--- src/verilog/nand_host_cfg.svh ---
`ifndef NAND_HOST_CFG_SVH
`define NAND_HOST_CFG_SVH

// Clock and conversion of times to cycles
`define CLK_PERIOD_NS 20
`define NS_MIN_CYC(ns) (((ns) + `CLK_PERIOD_NS - 1) / `CLK_PERIOD_NS)
`define US_MAX_CYC(us) (((us) * 1000) / `CLK_PERIOD_NS)

// Blackout after a write strobe rise, in ns
`define WRITE_TO_BUSY_DELAY_NS 100
`define WRITE_TO_BUSY_DELAY_CYC `NS_MIN_CYC(`WRITE_TO_BUSY_DELAY_NS)

// Busy limits in microseconds
`define READ_BUSY_US            25
`define FIRST_CACHE_READ_BUSY_US 3
`define NEXT_CACHE_READ_BUSY_US 25
`define RESET_READ_US           5
`define RESET_PROGRAM_US        10
`define RESET_ERASE_US          500
`define RESET_POWER_US          1000
`define RESET_IDLE_US           5
`define CACHE_PROGRAM_BUSY_US   700
`define LOCKED_BLOCK_BUSY_US    3
`define PROTECTED_OTP_BUSY_US   30
`define PAGE_PROGRAM_TIME_US    700

// Page geometry and program limits
`define PARTIAL_PROGRAM_LIMIT   8
`define PAGE_BYTES_X8           2112
`define PAGE_WORDS_X16          1056
`define ROW_ADDR_INDEX          2

// Opcodes the host tracks
`define OPC_RESET               8'hFF
`define OPC_PROGRAM_SETUP       8'h80
`define OPC_PROGRAM_CONFIRM     8'h10
`define OPC_CACHE_PROG_CONFIRM  8'h15
`define OPC_ERASE_CONFIRM       8'hD0

`endif

--- src/verilog/nand_host_pkg.sv ---
package nand_host_pkg;

    typedef enum logic [2:0] {
        OP_CMD   = 3'h0,
        OP_ADDR  = 3'h1,
        OP_WRITE = 3'h2,
        OP_READ  = 3'h3,
        OP_WAIT  = 3'h4
    } op_type;

    typedef enum logic [3:0] {
        WAIT_READ        = 4'h0,
        WAIT_CACHE_FIRST = 4'h1,
        WAIT_CACHE_NEXT  = 4'h2,
        WAIT_RST_READ    = 4'h3,
        WAIT_RST_PROG    = 4'h4,
        WAIT_RST_ERASE   = 4'h5,
        WAIT_RST_POWER   = 4'h6,
        WAIT_RST_IDLE    = 4'h7,
        WAIT_CACHE_PROG  = 4'h8,
        WAIT_LOCKED      = 4'h9,
        WAIT_OTP_PROT    = 4'hA,
        WAIT_PROGRAM     = 4'hB
    } wait_class_type;

    typedef enum logic [6:0] {
        ST_IDLE  = 7'h01,
        ST_WLOW  = 7'h02,
        ST_WHIGH = 7'h04,
        ST_GAP   = 7'h08,
        ST_RLOW  = 7'h10,
        ST_RHIGH = 7'h20,
        ST_BUSY  = 7'h40
    } state_type;

endpackage
--- src/verilog/nand_host.sv ---
// Operation
// - No new command is issued within 100 ns after the write strobe rises; the host keeps this gap only after command and address strobes.
// - At most eight partial programs hit one page between erasures.
// - On x16 parts upper I/O lines are zero in command and address cycles.
// - A page of data input is at most 2112 bytes or 1056 words.
// - After power-up a reset goes out first, with up to 1 ms of busy.
`include "nand_host_cfg.svh"
`timescale 1ns/1ns
`default_nettype none

module nand_host #(
    parameter bit         WIDE_IO        = 1'b0,
    parameter logic [15:0] RESET_ERASE_CYC = 16'(`US_MAX_CYC(`RESET_ERASE_US)),
    parameter logic [15:0] RESET_POWER_CYC = 16'(`US_MAX_CYC(`RESET_POWER_US)),
    parameter logic [15:0] CACHE_PROG_CYC  =
        16'(`US_MAX_CYC(`CACHE_PROGRAM_BUSY_US)),
    parameter logic [15:0] PROGRAM_CYC     =
        16'(`US_MAX_CYC(`PAGE_PROGRAM_TIME_US))
) (
    input  wire logic        clock,
    input  wire logic        reset,
    input  wire logic        enable,
    input  wire logic        cmd_valid,
    input  wire logic [2:0]  cmd_op,
    input  wire logic [15:0] cmd_data,
    input  wire logic [3:0]  wait_class,
    output var  logic        cmd_ready,
    output var  logic        done,
    output var  logic [15:0] rd_data,
    output var  logic        timeout_err,
    output var  logic        refused,
    output var  logic        nand_ce_n,
    output var  logic        nand_cle,
    output var  logic        nand_ale,
    output var  logic        write_strobe_n,
    output var  logic        read_strobe_n,
    output var  logic [15:0] nand_io_out,
    output var  logic        nand_io_oe_n,
    input  wire logic [15:0] nand_io_in,
    input  wire logic        ready_busy_n
);

    // Twelve bits: a full x8 page of 2112 does not fit in eleven
    localparam logic [11:0] PAGE_LIMIT = WIDE_IO ?
        12'(`PAGE_WORDS_X16) : 12'(`PAGE_BYTES_X8);
    localparam logic [15:0] GAP_CYC = 16'(`WRITE_TO_BUSY_DELAY_CYC - 1);

    nand_host_pkg::state_type state_r;
    logic [15:0] cnt_r;
    logic [1:0]  init_r;          // 0 issue reset, 1 waiting, 2 done
    logic [3:0]  sel_r;
    logic [11:0] data_cnt_r;
    logic [1:0]  addr_idx_r;
    logic [5:0]  page_r;
    logic [3:0]  pp_cnt_r [64];
    logic        cmd_ready_r, done_r, timeout_r, refused_r;
    logic [15:0] rd_data_r, io_out_r;
    logic        ce_n_r, cle_r, ale_r, we_n_r, re_n_r, oe_n_r;

    // Busy watchdog limit for each wait class
    function automatic logic [15:0] wait_limit(input logic [3:0] sel);
        case (sel)
            nand_host_pkg::WAIT_READ:
                wait_limit = 16'(`US_MAX_CYC(`READ_BUSY_US));
            nand_host_pkg::WAIT_CACHE_FIRST:
                wait_limit = 16'(`US_MAX_CYC(`FIRST_CACHE_READ_BUSY_US));
            nand_host_pkg::WAIT_CACHE_NEXT:
                wait_limit = 16'(`US_MAX_CYC(`NEXT_CACHE_READ_BUSY_US));
            nand_host_pkg::WAIT_RST_READ:
                wait_limit = 16'(`US_MAX_CYC(`RESET_READ_US));
            nand_host_pkg::WAIT_RST_PROG:
                wait_limit = 16'(`US_MAX_CYC(`RESET_PROGRAM_US));
            nand_host_pkg::WAIT_RST_ERASE: wait_limit = RESET_ERASE_CYC;
            nand_host_pkg::WAIT_RST_POWER: wait_limit = RESET_POWER_CYC;
            nand_host_pkg::WAIT_RST_IDLE:
                wait_limit = 16'(`US_MAX_CYC(`RESET_IDLE_US));
            nand_host_pkg::WAIT_CACHE_PROG: wait_limit = CACHE_PROG_CYC;
            nand_host_pkg::WAIT_LOCKED:
                wait_limit = 16'(`US_MAX_CYC(`LOCKED_BLOCK_BUSY_US));
            nand_host_pkg::WAIT_OTP_PROT:
                wait_limit = 16'(`US_MAX_CYC(`PROTECTED_OTP_BUSY_US));
            default: wait_limit = PROGRAM_CYC;
        endcase
    endfunction

    // Request decode
    wire       accept   = (state_r == nand_host_pkg::ST_IDLE) && cmd_ready_r
                          && cmd_valid;
    wire       is_cmd   = cmd_op == nand_host_pkg::OP_CMD;
    wire       is_addr  = cmd_op == nand_host_pkg::OP_ADDR;
    wire       is_write = cmd_op == nand_host_pkg::OP_WRITE;
    wire       is_read  = cmd_op == nand_host_pkg::OP_READ;
    wire       is_conf  = is_cmd &&
                          (cmd_data[7:0] == `OPC_PROGRAM_CONFIRM ||
                           cmd_data[7:0] == `OPC_CACHE_PROG_CONFIRM);
    wire       over_pp  = is_conf &&
                          pp_cnt_r[page_r] >= 4'(`PARTIAL_PROGRAM_LIMIT);
    wire       over_dat = is_write && data_cnt_r >= PAGE_LIMIT;
    wire       refuse   = over_pp || over_dat;
    wire       start_wr = accept && !refuse && (is_cmd || is_addr || is_write);
    // Upper lane forced to zero outside data cycles
    wire [15:0] wr_word = (is_cmd || is_addr) ?
                          {8'h00, cmd_data[7:0]} : cmd_data;
    wire [15:0] io_in_m = WIDE_IO ? nand_io_in : {8'h00, nand_io_in[7:0]};
    wire        busy_over = cnt_r >= wait_limit(sel_r);

    // Sequencer and pin drivers
    always_ff @(posedge clock or posedge reset) begin
        if (reset) begin
            state_r     <= nand_host_pkg::ST_IDLE;
            cnt_r       <= 16'h0000;
            init_r      <= 2'h0;
            sel_r       <= 4'h0;
            cmd_ready_r <= 1'b0;
            done_r      <= 1'b0;
            timeout_r   <= 1'b0;
            refused_r   <= 1'b0;
            rd_data_r   <= 16'h0000;
            io_out_r    <= 16'h0000;
            ce_n_r      <= 1'b1;
            cle_r       <= 1'b0;
            ale_r       <= 1'b0;
            we_n_r      <= 1'b1;
            re_n_r      <= 1'b1;
            oe_n_r      <= 1'b1;
        end else if (enable) begin
            done_r    <= 1'b0;
            timeout_r <= 1'b0;
            refused_r <= 1'b0;
            case (state_r)
                nand_host_pkg::ST_IDLE: begin
                    if (init_r == 2'h0) begin
                        // Power-up reset goes out before any user op
                        init_r   <= 2'h1;
                        ce_n_r   <= 1'b0;
                        cle_r    <= 1'b1;
                        io_out_r <= {8'h00, `OPC_RESET};
                        oe_n_r   <= 1'b0;
                        we_n_r   <= 1'b0;
                        cnt_r    <= 16'h0001;
                        state_r  <= nand_host_pkg::ST_WLOW;
                    end else if (accept) begin
                        cmd_ready_r <= 1'b0;
                        if (refuse) begin
                            done_r      <= 1'b1;
                            refused_r   <= 1'b1;
                            cmd_ready_r <= 1'b1;
                        end else if (start_wr) begin
                            cle_r    <= is_cmd;
                            ale_r    <= is_addr;
                            io_out_r <= wr_word;
                            oe_n_r   <= 1'b0;
                            we_n_r   <= 1'b0;
                            cnt_r    <= 16'h0001;
                            state_r  <= nand_host_pkg::ST_WLOW;
                        end else if (is_read) begin
                            re_n_r  <= 1'b0;
                            cnt_r   <= 16'h0001;
                            state_r <= nand_host_pkg::ST_RLOW;
                        end else begin
                            sel_r   <= cmd_op == nand_host_pkg::OP_WAIT ?
                                       wait_class : sel_r;
                            cnt_r   <= 16'h0000;
                            state_r <= nand_host_pkg::ST_BUSY;
                        end
                    end
                end
                nand_host_pkg::ST_WLOW: begin
                    // Two low cycles give 40 ns of pulse and data setup
                    if (cnt_r == 16'h0000) begin
                        we_n_r  <= 1'b1;
                        state_r <= nand_host_pkg::ST_WHIGH;
                    end else begin
                        cnt_r <= cnt_r - 16'h0001;
                    end
                end
                nand_host_pkg::ST_WHIGH: begin
                    // One cycle of hold, then release lines
                    cle_r   <= 1'b0;
                    ale_r   <= 1'b0;
                    oe_n_r  <= 1'b1;
                    cnt_r   <= (cle_r || ale_r) ? GAP_CYC : 16'h0000;
                    state_r <= nand_host_pkg::ST_GAP;
                end
                nand_host_pkg::ST_GAP: begin
                    // Ready/busy is not trusted inside this window
                    if (cnt_r == 16'h0000) begin
                        if (init_r == 2'h1) begin
                            sel_r   <= nand_host_pkg::WAIT_RST_POWER;
                            state_r <= nand_host_pkg::ST_BUSY;
                        end else begin
                            done_r      <= 1'b1;
                            cmd_ready_r <= 1'b1;
                            state_r     <= nand_host_pkg::ST_IDLE;
                        end
                    end else begin
                        cnt_r <= cnt_r - 16'h0001;
                    end
                end
                nand_host_pkg::ST_RLOW: begin
                    // Sample at 40 ns, past the 30 ns access time
                    if (cnt_r == 16'h0000) begin
                        rd_data_r <= io_in_m;
                        re_n_r    <= 1'b1;
                        cnt_r     <= 16'h0001;
                        state_r   <= nand_host_pkg::ST_RHIGH;
                    end else begin
                        cnt_r <= cnt_r - 16'h0001;
                    end
                end
                nand_host_pkg::ST_RHIGH: begin
                    if (cnt_r == 16'h0000) begin
                        done_r      <= 1'b1;
                        cmd_ready_r <= 1'b1;
                        state_r     <= nand_host_pkg::ST_IDLE;
                    end else begin
                        cnt_r <= cnt_r - 16'h0001;
                    end
                end
                nand_host_pkg::ST_BUSY: begin
                    // Wait for ready, bounded by the class watchdog
                    if (ready_busy_n || busy_over) begin
                        timeout_r   <= !ready_busy_n;
                        done_r      <= init_r == 2'h2;
                        init_r      <= 2'h2;
                        cmd_ready_r <= 1'b1;
                        state_r     <= nand_host_pkg::ST_IDLE;
                    end else begin
                        cnt_r <= cnt_r + 16'h0001;
                    end
                end
                default: state_r <= nand_host_pkg::ST_IDLE;
            endcase
        end
    end

    // Page tracking: data count, row capture, partial program counts
    always_ff @(posedge clock or posedge reset) begin
        if (reset) begin
            data_cnt_r <= 12'h000;
            addr_idx_r <= 2'h0;
            page_r     <= 6'h00;
            for (int i = 0; i < 64; i++) pp_cnt_r[i] <= 4'h0;
        end else if (enable && start_wr) begin
            if (is_cmd) begin
                addr_idx_r <= 2'h0;
                if (cmd_data[7:0] == `OPC_PROGRAM_SETUP)
                    data_cnt_r <= 12'h000;
                if (is_conf)
                    pp_cnt_r[page_r] <= pp_cnt_r[page_r] + 4'h1;
                if (cmd_data[7:0] == `OPC_ERASE_CONFIRM)
                    for (int i = 0; i < 64; i++) pp_cnt_r[i] <= 4'h0;
            end else if (is_addr) begin
                if (addr_idx_r != 2'h3)
                    addr_idx_r <= addr_idx_r + 2'h1;
                if (addr_idx_r == 2'(`ROW_ADDR_INDEX))
                    page_r <= cmd_data[5:0];
            end else begin
                data_cnt_r <= data_cnt_r + 12'h001;
            end
        end
    end

    assign cmd_ready      = cmd_ready_r;
    assign done           = done_r;
    assign rd_data        = rd_data_r;
    assign timeout_err    = timeout_r;
    assign refused        = refused_r;
    assign nand_ce_n      = ce_n_r;
    assign nand_cle       = cle_r;
    assign nand_ale       = ale_r;
    assign write_strobe_n = we_n_r;
    assign read_strobe_n  = re_n_r;
    assign nand_io_out    = io_out_r;
    assign nand_io_oe_n   = oe_n_r;

endmodule

`default_nettype wire

--- config.mk ---
export PLATFORM = sky130hd
export DESIGN_NAME = nand_host
export DESIGN_NICKNAME = d
export VERILOG_FILES = /design/src/verilog/nand_host_pkg.sv /design/src/verilog/nand_host.sv
export VERILOG_INCLUDE_DIRS = /design/src /design/src/verilog
export SDC_FILE = /design/constraint.sdc
export NUM_CORES = 1
export LEC_CHECK = 0
export ABC_AREA = 1
export BUFFER_PORTS_ARGS = -buffer_cell sky130_fd_sc_hd__buf_2
export CORE_MARGIN = 5
export CORE_UTILIZATION = 50
export DETAILED_ROUTE_END_ITERATION = 12
export PLACE_DENSITY = 0.7
export SLEW_MARGIN = 10
export SYNTH_ARGS = -nofsm -noshare
export SYNTH_HDL_FRONTEND = slang
export SYNTH_SLANG_ARGS = --single-unit
--- constraint.sdc ---
create_clock -name clock -period 31.9 [get_ports clock]
set_input_delay 3.19 -clock clock [delete_from_list [all_inputs] [get_ports clock]]
set_output_delay 3.19 -clock clock [all_outputs]
set_load 0.02 [all_outputs]
==> summary.txt <==
Status
  • Status: finished, final reports clean

Layout
  • Fillers: 3,831
  • Final net count: 2,832
  • Layout cells sized above 1: 6.74%
  • N_diodes: 0
  • Post-route cell area: 0.0214 mm^2
  • Synth-to-Final Area Change: 7.86%

Die
  • Height of the chip: 209 um
  • DIE WIDTH: 209 um
  • Rows: 73
  • Core area: 0.0395 mm^2
  • # IOs: 86
  • Starting Density: 50.2%
  • DIE AREA: 0.0437 mm^2

Setup path
  • Most frequent CP cell: nand2_1
  • Crit-path slowest cell: nor3_2
  • Critical Setup Path Class: in -> reg
  • WP data required: 32,350 ps
  • Startpoint Class: input port
  • R2R setup slack: 26,040 ps
  • Crit-path cells: buf_2 -> nor3_2 -> nor3_1 -> nor2_1 -> nand4_2 -> nor2_4 -> buf_4 -> buf_12 -> o21ai_0 -> nand2_1 -> nand2_1
  • Worst reg-to-reg path cell count: 17
  • Reg2reg end: pp_cnt_r[195]
  • Reg2reg start: page_r[0]
  • CP peak stage delay: 860 ps
  • Worst setup EP type: register
  • Crit-path max FO: 223
  • CP Data Arrival Time: 7070 ps

Clock network
  • Reg clk slew, reported paths: 60 ps
  • Skew-Pair Late Insertion Delay: 560 ps
  • Num CTS Buffers: 41
  • TritonCTS clock tree: built
  • Setup Buffers After CTS: 0
  • Root Driver: clkbuf_16
  • Clock Path Buffers: 3
  • Cts repair resizes: 0
  • Num Clock Sinks: 339
  • CTS Hold Bufs: 0
  • CTS H-tree lvls: 2

Global routing
  • Pin count of the biggest net entering global routing: 258
  • First-pass GRT wire length: 92.8 mm
  • GR Overflow Total: 0
  • Gr busiest metal: met2
  • Grt met1 use: 34.7%
  • GR Util met2: 42.0%
  • GR Util met3: 4.14%
  • Initial antenna violation count: 0
  • GRT Util Overall: 25.5%
  • Number of global-route vias before repair: 18,000

Worst hold path
  • Hold endpoint: nand_ce_n
  • Type of the worst min-delay path: reg -> reg
  • Hold path startpoint: nand_ce_n
  • Hold Path Cell Cnt: 2

Power
  • IR Drop Worst-Case VDD: 0.0000592 V
  • PwrDens: 60.4 mW/mm^2
  • Leakage: 11.2 nW

Synth
  • Post-synthesis mux area share: 0.455%
  • Unique masters post-synth: 49
  • Netlist Area Pre-Place: 0.0198 mm^2
  • Sequential element share of the synthesized area: 42.9%
  • Prevailing post-synth register cell: dfrtp_1
  • Post-synth EDFFs: 0
  • Average cell area after synthesis: 7.10 um^2
  • Syn Inst Count: 2,791
  • YS warnings: 0
  • Post-synthesis simple-gate area fraction: 38.4%
  • Main combinational cell family by area after synthesis: simple AND/OR/NAND/NOR gates
  • Ys async rst share: 100%
  • Post-synthesis compound-gate area fraction: 6.68%
  • Yosys reg bits: 339
  • Synth Area in XOR/XNOR: 0.973%
  • Post-synthesis adder-cell area fraction: 1.77%

Routing
  • Vias: 18,800
  • Post-route DRC: 0
  • Avg WL per Cell: 17.3 um
  • Post-Route WL: 57.3 mm
  • Starting DRT DRC Count: 2,150
  • Via density per instance: 5.69
  • DRT Pass-1 Iters: 6
  • Remaining antenna violation count: 0

Timing
  • Max Transition Viols Final: 0
  • Maximum clock frequency: 151 MHz
  • Setup TNS: 0 ps
  • Final hold violations: 0
  • Setup Skew: 22.2 ps
  • Setup violators final: 0
  • Clock period minus worst slack: 6630 ps
  • RSZ-0062 raised after global routing: false
  • Final period utilization: 20.8%
  • Measured slew at the worst slew-check pin: 1170 ps
  • Slew headroom: 21.7%

Flow run
  • Max Cap Viol: 0

Placement
  • IO Port Bufs: 69
  • GP Congestion: 0.876
  • Placed Area: 0.0200 mm^2
  • Post-detail-place hpwl: 33.3 mm
==> critical path: cells and delay by family <==
kind            cells  cell delay (ps)
buf+inv             3             1470
simple gates        7             1750
compound gates      1              430
==> routing by layer <==
layer / wire length [um] / vias to the layer above
li1: - / 9047
met4: 1530 / 0
met2: 27000 / 775
met1: 24000 / 8899
met5: 0 / -
met3: 4790 / 125
==> flip-flops by register name, summed over array words and instances, names as in the netlist <==
name	flops
state_r	7
init_r	2
refused	1
data_cnt_r	12
pp_cnt_r	256
nand_ce_n	1
cnt_r	16
addr_idx_r	2
nand_ale	1
done	1
rd_data	8
sel_r	4
page_r	6
nand_io_oe_n	1
read_strobe_n	1
write_strobe_n	1
nand_io_out	16
timeout_err	1
nand_cle	1
cmd_ready	1
==> layout by cell type, fill, tap and decap left out, types with 8 or more instances in the layout <==
cell and instances:
nand2_1 1216, dfrtp_1 332, nand4_1 272, inv_1 183, nor2_1 152, o21ai_0 100, nand3_1 80, a21oi_1 74
buf_2 69, o21ai_1 54, clkbuf_16 43, nor3_1 29, ha_1 27, xor2_1 19, buf_4 17, clkbuf_1 12
mux2_2 8, conb_1 8, clkbuf_8 8
==> area by class of cell <==
cell class	instances	area (um^2)	share of cell area, %
Sequential cell	339	8490	39.8
Clock inverter	9	105	0.492
Tap cell	525	657	3.08
Multi-Input combinational cell	2099	9630	45.1
Inverter	191	729	3.42
Timing Repair Buffer	88	513	2.40
Clock buffer	63	1230	5.76
==> worst max path at each step <==
stage / end / startpoint / depth (start not counted)
global placement: pp_cnt_r[195] / cmd_op[2] / 11
detailed placement: pp_cnt_r[195] / cmd_op[2] / 11
CTS: pp_cnt_r[233] / cmd_op[2] / 11
floorplan: addr_idx_r[0] / reset / 1
global route: pp_cnt_r[210] / cmd_op[2] / 11
finish: pp_cnt_r[195] / cmd_op[2] / 11
==> cell families (layout without fill, tap and decap cells) <==
group / after synthesis / count (layout)
and+or+nand+nor: 1781 / 1781
buffers and inverters: 360 / 351
DFF: 339 / 339
AOI/OAI and AO/OA: 252 / 252
adders and majority gates: 28 / 28
xor gates and xnor gates: 22 / 22
muxes: 8 / 8
other: 1 / 8
==> Yosys cell counts, drive strengths merged, types with 2 or more instances <==
cell type  count  share of area [%]
o21bai         2              0.076
xnor2          3               0.13
clkbuf        57                1.1
buf          112                4.1
o211ai         2              0.076
xor2          19               0.84
inv          190                3.6
or2            5               0.16
dfrtp        334                 42
nand3b         3               0.11
nor4           7               0.25
dfstp          5               0.66
o22ai          6               0.19
o21ai        154                3.9
nand4        275                8.8
nand2       1219                 23
nand3         80                2.0
o31ai          2              0.076
o221ai         2              0.088
nor2         157                3.0
a21oi         74                1.9
a41oi          2              0.088
nor3          31               0.81
nor3b          2              0.076
mux2           8               0.45
ha            28                1.8
==> through the flow <==
step           setup WS [ps]  util, %  cells  power (W)  hold WS (ps)
2_1_floorplan          19320        -   2798   0.000744           442
3_3_place_gp           24900     50.7   3242   0.000816           440
3_5_place_dp           24820     50.7   3242   0.000827           458
4_1_cts                25410     54.1   3314    0.00130           467
5_1_grt                24920     54.1   3314    0.00137           484
6_report               25270     54.1   3314    0.00129           465
==> power breakdown <==
part           switching [W]  internal [W]  leakage (nW)
clock network       0.000188      0.000281         0.654
registers          0.0000370      0.000463          4.65
logic               0.000214      0.000108          5.89
Power figures use the tool's default switching activity.
